<file path="config.mk">
export PLATFORM = sky130hd
export DESIGN_NAME = fac_fault_address_capture
export DESIGN_NICKNAME = d
export VERILOG_FILES = /design/src/logic/fac_pkg.sv /design/src/logic/fac_fault_address_capture.sv
export VERILOG_INCLUDE_DIRS = /design/src /design/src/logic
export SDC_FILE = /design/constraint.sdc
export NUM_CORES = 1
export LEC_CHECK = 0
export BUFFER_PORTS_ARGS = -buffer_cell sky130_fd_sc_hd__buf_4
export CAP_MARGIN = 20
export CORE_ASPECT_RATIO = 1.1
export CORE_MARGIN = 8
export CORE_UTILIZATION = 35
export CTS_CLUSTER_SIZE = 20
export DETAILED_ROUTE_END_ITERATION = 8
export GPL_TIMING_DRIVEN = 0
export MAX_ROUTING_LAYER = met4
export PLACE_DENSITY_LB_ADDON = 0.05
export SKIP_CTS_REPAIR_TIMING = 1
export SLEW_MARGIN = 30
export SYNTH_ARGS = -nofsm -noshare
export SYNTH_HDL_FRONTEND = slang
export SYNTH_SLANG_ARGS = --single-unit
</file>
<file path="constraint.sdc">
create_clock -name clk_sys_i -period 4.6 [get_ports clk_sys_i]
set_input_delay 0.92 -clock clk_sys_i [delete_from_list [all_inputs] [get_ports clk_sys_i]]
set_output_delay 0.92 -clock clk_sys_i [all_outputs]
set_load 0.01 [all_outputs]
</file>
<file path="src/logic/fac_cfg.svh">
// Offsets, field positions, reset values and priority constants
`ifndef FAC_CFG_SVH
`define FAC_CFG_SVH
`define FAC_L1_VA          8'h00
`define FAC_L2_VA          8'h08
`define FAC_TAG_HI         63
`define FAC_TAG_LO         56
`define FAC_WAY_BIT        55
`define FAC_SYN_HI         55
`define FAC_SYN_LO         48
`define FAC_VIDX_HI        50
`define FAC_VIDX_LO        48
`define FAC_PA_HI          42
`define FAC_PA_LO          6
`define FAC_L2_PA_LO       3
`define FAC_RESET_VALUE    64'h0000000000000000
`define FAC_PRIO_L1_RAW_UE 8'h80
`endif

</file>
<file path="src/logic/fac_pkg.sv">
// Types shared by the fault address capture logic
package fac_pkg;
    typedef logic [7:0]  fac_prio_type;
    typedef logic [63:0] fac_reg_type;
    typedef enum logic [0:0] {
        FAC_SEL_L1 = 1'b0,
        FAC_SEL_L2 = 1'b1
    } fac_sel_type;
endpackage : fac_pkg

</file>
<file path="src/logic/fac_fault_address_capture.sv">
// Level-1 data and level-2 fault address capture registers
`include "fac_cfg.svh"

module fac_fault_address_capture (
    // Clock and hard power-on reset
    input  wire logic                 clk_sys_i,
    input  wire logic                 resetn_i,
    // Error report from the detectors
    input  wire logic                 err_valid_i,
    input  wire logic                 err_l1_raw_ue_i,
    input  wire fac_pkg::fac_prio_type l1_record_priority_i,
    input  wire fac_pkg::fac_prio_type l2_record_priority_i,
    input  wire logic                 err_way_i,
    input  wire logic [2:0]           virtual_index_bits_i,
    input  wire logic [42:6]          line_physical_address_i,
    input  wire logic [42:3]          l2_physical_address_i,
    input  wire logic [7:0]           l2_syndrome_i,
    // Alternate-space access
    input  wire logic                 asi_rd_i,
    input  wire logic                 asi_wr_i,
    input  wire logic [7:0]           asi_va_i,
    output logic      [63:0]          asi_rdata_o,
    output logic                      asi_ack_o,
    // Register contents
    output logic      [63:0]          l1_data_fault_address_o,
    output logic      [63:0]          l2_fault_address_o
);

    // Reset release copies
    logic                  rst_meta_q;
    logic                  rst_sync_q;

    // Incoming error priority and capture words
    fac_pkg::fac_prio_type l1_prio;
    fac_pkg::fac_reg_type  l1_capture;
    fac_pkg::fac_reg_type  l2_capture;

    // Read decode
    logic                  rd_l1_hit;
    logic                  rd_l2_hit;

    // Read data and acknowledge
    logic [63:0]           rdata_q;
    logic [63:0]           rdata_d;
    logic                  ack_q;
    logic                  ack_d;

    // Decode of the register addressed by a virtual address
    function automatic logic hit_reg(
        input logic [7:0]           va,
        input fac_pkg::fac_sel_type sel
    );
        if (sel == fac_pkg::FAC_SEL_L1) begin
            return va == `FAC_L1_VA;
        end
        return va == `FAC_L2_VA;
    endfunction : hit_reg

    // Stored tag loses to the incoming priority
    function automatic logic outranks(
        input fac_pkg::fac_prio_type stored,
        input fac_pkg::fac_prio_type incoming
    );
        return stored < incoming;
    endfunction : outranks

    // Level-1 capture word
    function automatic fac_pkg::fac_reg_type pack_l1(
        input fac_pkg::fac_prio_type prio,
        input logic                  way,
        input logic [2:0]            vidx,
        input logic [42:6]           pa
    );
        fac_pkg::fac_reg_type word;
        // Fields not named below read as zero
        word = `FAC_RESET_VALUE;
        word[`FAC_TAG_HI:`FAC_TAG_LO] = prio;
        word[`FAC_WAY_BIT] = way;
        word[`FAC_VIDX_HI:`FAC_VIDX_LO] = vidx;
        word[`FAC_PA_HI:`FAC_PA_LO] = pa;
        return word;
    endfunction : pack_l1

    // Level-2 capture word
    function automatic fac_pkg::fac_reg_type pack_l2(
        input fac_pkg::fac_prio_type prio,
        input logic [7:0]            syndrome,
        input logic [42:3]           pa
    );
        fac_pkg::fac_reg_type word;
        // Fields not named below read as zero
        word = `FAC_RESET_VALUE;
        word[`FAC_TAG_HI:`FAC_TAG_LO] = prio;
        word[`FAC_SYN_HI:`FAC_SYN_LO] = syndrome;
        word[`FAC_PA_HI:`FAC_L2_PA_LO] = pa;
        return word;
    endfunction : pack_l2

    // Reset release through two flip-flops
    always_ff @(posedge clk_sys_i or negedge resetn_i) begin
        if (!resetn_i) begin
            rst_meta_q <= 1'b0;
            rst_sync_q <= 1'b0;
        end else begin
            rst_meta_q <= 1'b1;
            rst_sync_q <= rst_meta_q;
        end
    end

    // Raw level-1 data uncorrectable error uses its fixed priority
    assign l1_prio = err_l1_raw_ue_i ? `FAC_PRIO_L1_RAW_UE
                                     : l1_record_priority_i;

    // Capture words from the detector inputs
    assign l1_capture = pack_l1(l1_prio, err_way_i, virtual_index_bits_i,
                                line_physical_address_i);
    assign l2_capture = pack_l2(l2_record_priority_i, l2_syndrome_i,
                                l2_physical_address_i);

    // One capture slot per register, level-1 first
    for (genvar g = 0; g < 2; g++) begin : g_slot
        // Slot state and controls
        fac_pkg::fac_reg_type  slot_q;
        fac_pkg::fac_reg_type  slot_d;
        fac_pkg::fac_reg_type  word;
        fac_pkg::fac_prio_type prio;
        fac_pkg::fac_sel_type  sel;
        logic                  clear;
        logic                  record;

        // Register select, capture word and priority of this slot
        assign sel    = (g == 0) ? fac_pkg::FAC_SEL_L1 : fac_pkg::FAC_SEL_L2;
        assign word   = (g == 0) ? l1_capture : l2_capture;
        assign prio   = (g == 0) ? l1_prio : l2_record_priority_i;
        assign clear  = asi_wr_i && hit_reg(asi_va_i, sel);
        assign record = err_valid_i &&
                        outranks(slot_q[`FAC_TAG_HI:`FAC_TAG_LO], prio);

        // A write wins over an error in the same cycle
        always_comb begin
            slot_d = slot_q;
            if (clear) begin
                slot_d = `FAC_RESET_VALUE;
            end else if (record) begin
                slot_d = word;
            end
        end

        // The hard power-on reset clears a slot, as does an alternate-space write through slot_d
        always_ff @(posedge clk_sys_i or negedge rst_sync_q) begin
            if (!rst_sync_q) begin
                slot_q <= `FAC_RESET_VALUE;
            end else begin
                slot_q <= slot_d;
            end
        end
    end

    // Read decode per register
    assign rd_l1_hit = asi_rd_i && hit_reg(asi_va_i, fac_pkg::FAC_SEL_L1);
    assign rd_l2_hit = asi_rd_i && hit_reg(asi_va_i, fac_pkg::FAC_SEL_L2);

    // Read data, zero for a write or an unmapped address
    always_comb begin
        rdata_d = `FAC_RESET_VALUE;
        if (rd_l1_hit) begin
            rdata_d = g_slot[0].slot_q;
        end else if (rd_l2_hit) begin
            rdata_d = g_slot[1].slot_q;
        end
    end

    // Read data register
    always_ff @(posedge clk_sys_i or negedge rst_sync_q) begin
        if (!rst_sync_q) begin
            rdata_q <= `FAC_RESET_VALUE;
        end else begin
            rdata_q <= rdata_d;
        end
    end

    // Acknowledge one cycle after any access
    always_comb begin
        ack_d = asi_rd_i | asi_wr_i;
    end

    // Acknowledge register
    always_ff @(posedge clk_sys_i or negedge rst_sync_q) begin
        if (!rst_sync_q) begin
            ack_q <= 1'b0;
        end else begin
            ack_q <= ack_d;
        end
    end

    // Access answer
    assign asi_rdata_o             = rdata_q;
    assign asi_ack_o               = ack_q;

    // Register contents straight from the slots
    assign l1_data_fault_address_o = g_slot[0].slot_q;
    assign l2_fault_address_o      = g_slot[1].slot_q;

endmodule : fac_fault_address_capture

</file>
# After elaboration in Yosys (flattened, before gate mapping)
# Cells that the tools add are included.
classes:
  n_lt_le_gt_ge: 2
  muxes: 7
  n_reduce_logical: 9
  eq_ne: 1
  bitwise_logic: 1
ops:
  columns: ["operator", "n"]
  rows:
  - ["64-bit two-way mux", 6]
  - ["8-bit < comparator", 2]
  - ["8-bit by 4-bit equality test with 1-bit output, second input constant", 1]
  - ["8-bit logical NOT", 1]
  - ["8-bit two-way mux", 1]
  - ["1-bit logical AND", 6]
  - ["2-bit nonzero test", 2]
  - ["1-bit bitwise OR", 1]
totals:
  output_inout_bits: 193
  input_bits: 119
  wordCells: 26
  regBits: 195

# Depth between registers and ports, before layout
depth:
  word_depth: 5
  mapped_depth: 9
  ltp_nobuf: 7

# Worst setup path before layout
# OpenSTA, ideal clock, no wires.
synth_timing:
  path_type: "input-to-reg"
  startpoint: "input err_l1_raw_ue_i"
  endpoint: "register g_slot[0].slot_q[58], in the netlist l1_data_fault_address_o[58]"
  slack_ns: 1.699
  path_buffers: 1
  setup_ns: 0.071
  stages: 8
  t_arrival_ns: 2.829
  required_ns: 4.529
  cell_sequence: "nand2b_1 > ha_1 > and3_1 > a211o_1 > a311oi_4 > buf_6 > mux2_1 > nor2_1"
synth_via:
  elab_chain_cells: 4
  elab_cells_between_ends: 6
  classes_between: "order compare: 1; mux: 3; reduce/logical: 2"
synth_lines:
  columns: ["item", "line_no", "text"]
  rows:
  - ["start, declared", "fac_fault_address_capture.sv:10", "input wire logic err_l1_raw_ue_i,"]
  - ["8-bit two-way mux (*)", "fac_fault_address_capture.sv:111", "assign l1_prio = err_l1_raw_ue_i ? `FAC_PRIO_L1_RAW_UE"]
  - ["8-bit < comparator", "fac_fault_address_capture.sv:64", "return stored < incoming;"]
  - ["1-bit logical AND", "fac_fault_address_capture.sv:136", "assign record = err_valid_i &&"]
  - ["2-bit nonzero test (no source line)", null, null]
  - ["end signal, assigned", "fac_fault_address_capture.sv:152", "slot_q <= `FAC_RESET_VALUE;"]
  - ["end signal, assigned", "fac_fault_address_capture.sv:154", "slot_q <= slot_d;"]
  - ["end, declared", "fac_fault_address_capture.sv:123", "fac_pkg::fac_reg_type slot_q;"]
# Every way passes the cells marked *; elsewhere a longest branch is shown, timed or not. The select of a mux whose other input is x is not followed.
# A chain may end at the register's enable or synchronous reset.

# Final worst setup path
layout_timing:
  startpoint: "input err_l1_raw_ue_i"
  endpoint: "register g_slot[0].slot_q[60], in the netlist l1_data_fault_address_o[60]"
# Same word-level chain as after synthesis.

==> results.md <==
- PwrDens: 573.2 nW/µm²
- Clk_lat worst skew: 0.43 ns
- CP max-delay cell: a311oi_4
- Die height: 165.5 µm
- DR top layer: met4
- Initial DRC count: ~240
- Drt pass-1 iters: 4
- Total number of vias: approximately 5,900
- Synth area leaders: dfrtp_1 (58%), a22o_1 (6.0%), mux2i_1 (5.8%)
- Unrepaired setup endpoints after global routing: no
- Post-synth ARST share: 100.0%
- Mapped cell area: 7108 µm²
- Crit path buf inv count: 2
- IO Port Bufs: 280
- Via density: ~4.8
- Req. time, crit path: 4.95 ns
- Syn avg cell area: 11.23 µm²
- Global route overflow: 0
- Top-area cell type share of the netlist area: 57.74%
- Final WS setup: about 1.7 ns
- Post-placement cell area: 9737 µm²
- Predominant post-synthesis flop cell: dfrtp_1
- Critical Path Fanout Max: 10
- Hold Vio Cnt, Final: 0
- Post-synthesis mux area share: 6.724%
- Synth Area in Compound Gates: 11.64%
- Worst R2R End: l1_data_fault_address_o[60]$_DFFE_PN0P_
- HPWL after DPL: 18.84 mm
- Cell variety after synth: 37
- Synth Instances: 633
- Hold_ws: 0.2080 ns
- CP peak stage delay: 0.49 ns
- FF+latch count, synth: about 160
- Worst-path clk slew: 0.07 ns
- Arrival time worst endpoint: 3.24 ns
- DRC: 0
- Ports: 312
- Fin crit share: a little over three fifths
- Leakage: 5.289 nW
- Worst-Margin Slew: 0.7064 ns
- Worst setup EP type: flop
- First-pass GRT wire length: 37.36 mm
- Setup Skew: 0.01284 ns
- Area growth from synthesis to layout: 44.76%
- Routability cong.: 0.7807
- Die footprint: 25,130 µm²
- Core Area: 19,860 µm²
- Final setup vio count: 0
- Largest net degree at the start of global routing: 47
- Largest family of logic cells by synthesized area: simple AND/OR/NAND/NOR gates
- Max Cap Viol: 0
- Vias in the first global route: 6,287
- Wire per inst: approximately 20 µm
- Final Cell Area: 10,290 µm²
- Met3 WL: approximately 1.8 mm
- Synth cell count leaders: dfrtp_1 (164), nand2_1 (59), nand4_1 (56)
- Clock sink total: 164
- CTS Root Buffer Type: clkbuf_16
- Crit-path leading delay family: compound AO/OA/AOI/OAI gates
- Highest Clock Rate: 346.7 MHz
- Flop-to-flop setup slack: slightly above 2 ns
- HP Class: flop to async pin
- Crit path depth: 9
- CTS tree: built
- R2r worst-path depth: 7
- Non-Filler Instances: 1,231
- Crit Path Class: input pin to flop
- Setup total negative slack: 0 ns
- Drt total wl: 24.45 mm
- XOR/XNOR Fraction of Synth Area: 0%
- Number of synthesized flops with an enable pin: 0
- Number of H-tree levels: 4
- Crit path launch type: input pin
- Total global-route track usage: 19.79%
- Met1 Wirelength: 10.50 mm
- Pre-CTS WS: 1.261 ns
- Fin. max-slew vios: 0
- CP cell instances: buf_4, nand2b_1, ha_1, and3_1, a211o_1, a311oi_4, buf_6, mux2_1, nor2_1
- Post-Synth Simple-Gate Area: 13.36%
- Worst r2r src: l1_data_fault_address_o[63]$_DFFE_PN0P_
- Dominant cell type by area after synthesis: dfrtp_1
- Dpl cells: 1,199
- Setup crit end: l1_data_fault_address_o[60]$_DFFE_PN0P_
- Initial Util: 35.78%
- Initial antenna violation count: 0
- Rows: 54
- Worst setup path startpoint: err_l1_raw_ue_i
- Die Wd: 151.9 µm
- Top-count cell post-synth: dfrtp_1
- Final nets: 1,099
- Status: completed
- Maximum VDD drop: ~0.00028 V
- Clk buf depth: 2
- Number of antenna diodes: 0
- Share of layout cells above drive strength 1: about two fifths
- CTS Buf Count: 17
- Register area share after synthesis: 57.74%
- DRT antenna net count: 0
- Post-layout minimum cycle time: around 2.9 ns
- Yosys warning count: 0
- Synth Area in Adders: 2.464%
- Max transition margin: 52.91%
- Met2 WL: 11.80 mm
==> stage by stage <==
step / utilization (%) / total power [mW]
2_1_floorplan: - / 3.389
3_3_place_gp: 48.53 / 4.593
3_5_place_dp: 49.02 / 4.629
4_1_cts: 51.80 / 5.987
5_1_grt: 51.80 / 6.290
6_report: 51.80 / 5.898
==> routing by layer <==
| layer | track usage [%] | vias up |
|---|---|---|
| met1 | 24.16 | 2856 |
| met5 | - | - |
| met4 | 5.898 | 0 |
| met2 | 31.48 | 223 |
| li1 | - | 2842 |
| met3 | 5.750 | 21 |
==> cell type report <==
class / count / area (µm²)
fillers: 1900 / 9574
flip-flops and latches: 164 / 4108
multi-input cells: 403 / 2550
repair buffers: 284 / 2197
plain buffers: 82 / 514.2
clock buffers: 21 / 460.4
well taps: 252 / 315.3
clock inverters: 11 / 92.59
inverters: 14 / 52.55
==> sequential cells by signal (all words and copies together), names as in the netlist <==
| name | flops |
|---|---|
| asi_rdata_o | 56 |
| asi_ack_o | 1 |
| rst_meta_q | 1 |
| l1_data_fault_address_o | 49 |
| rst_sync_q | 1 |
| l2_fault_address_o | 56 |
==> logic make-up (layout without fill, tap and decap cells) <==
kind of cell | Yosys count | in the layout
flip-flops | 164 | 164
adder cells (fa/ha/maj) | 14 | 14
multiplexers | 47 | 47
buffers and inverters | 96 | 412
other | 2 | 32
AO/OA/AOI/OAI | 119 | 119
AND/OR/NAND/NOR | 191 | 191
==> worst min path at each step <==
stage,to,slack (ns),cells after the start
final,asi_rdata_o[38]$_DFF_PN0_,0.21,0
after global routing,asi_rdata_o[38]$_DFF_PN0_,0.23,0
after CTS,asi_rdata_o[38]$_DFF_PN0_,0.22,0
after detailed placement,asi_rdata_o[38]$_DFF_PN0_,0.21,0
after global placement,rst_sync_q$_DFF_PN0_,0.34,0
after floorplan,rst_sync_q$_DFF_PN0_,0.33,0
==> power by group <==
| part | leakage [nW] | switching [mW] | internal [mW] |
|---|---|---|---|
| Clock | 0.261 | 0.610 | 0.730 |
| Combinational | 2.94 | 1.13 | 1.09 |
| Sequential | 2.08 | 0.434 | 1.91 |
==> placed cells by master, fill, tap and decap left out, types with 14 or more instances in the layout <==
master / count
conb_1: 32
dfrtp_1: 163
inv_1: 14
o21ai_0: 19
ha_1: 14
mux2i_1: 41
o21ai_1: 38
buf_2: 18
nand2_1: 59
a22o_1: 49
clkbuf_16: 17
nor2_1: 49
buf_4: 319
clkbuf_1: 22
nand4_1: 56
(Power assumes the default switching activity.)
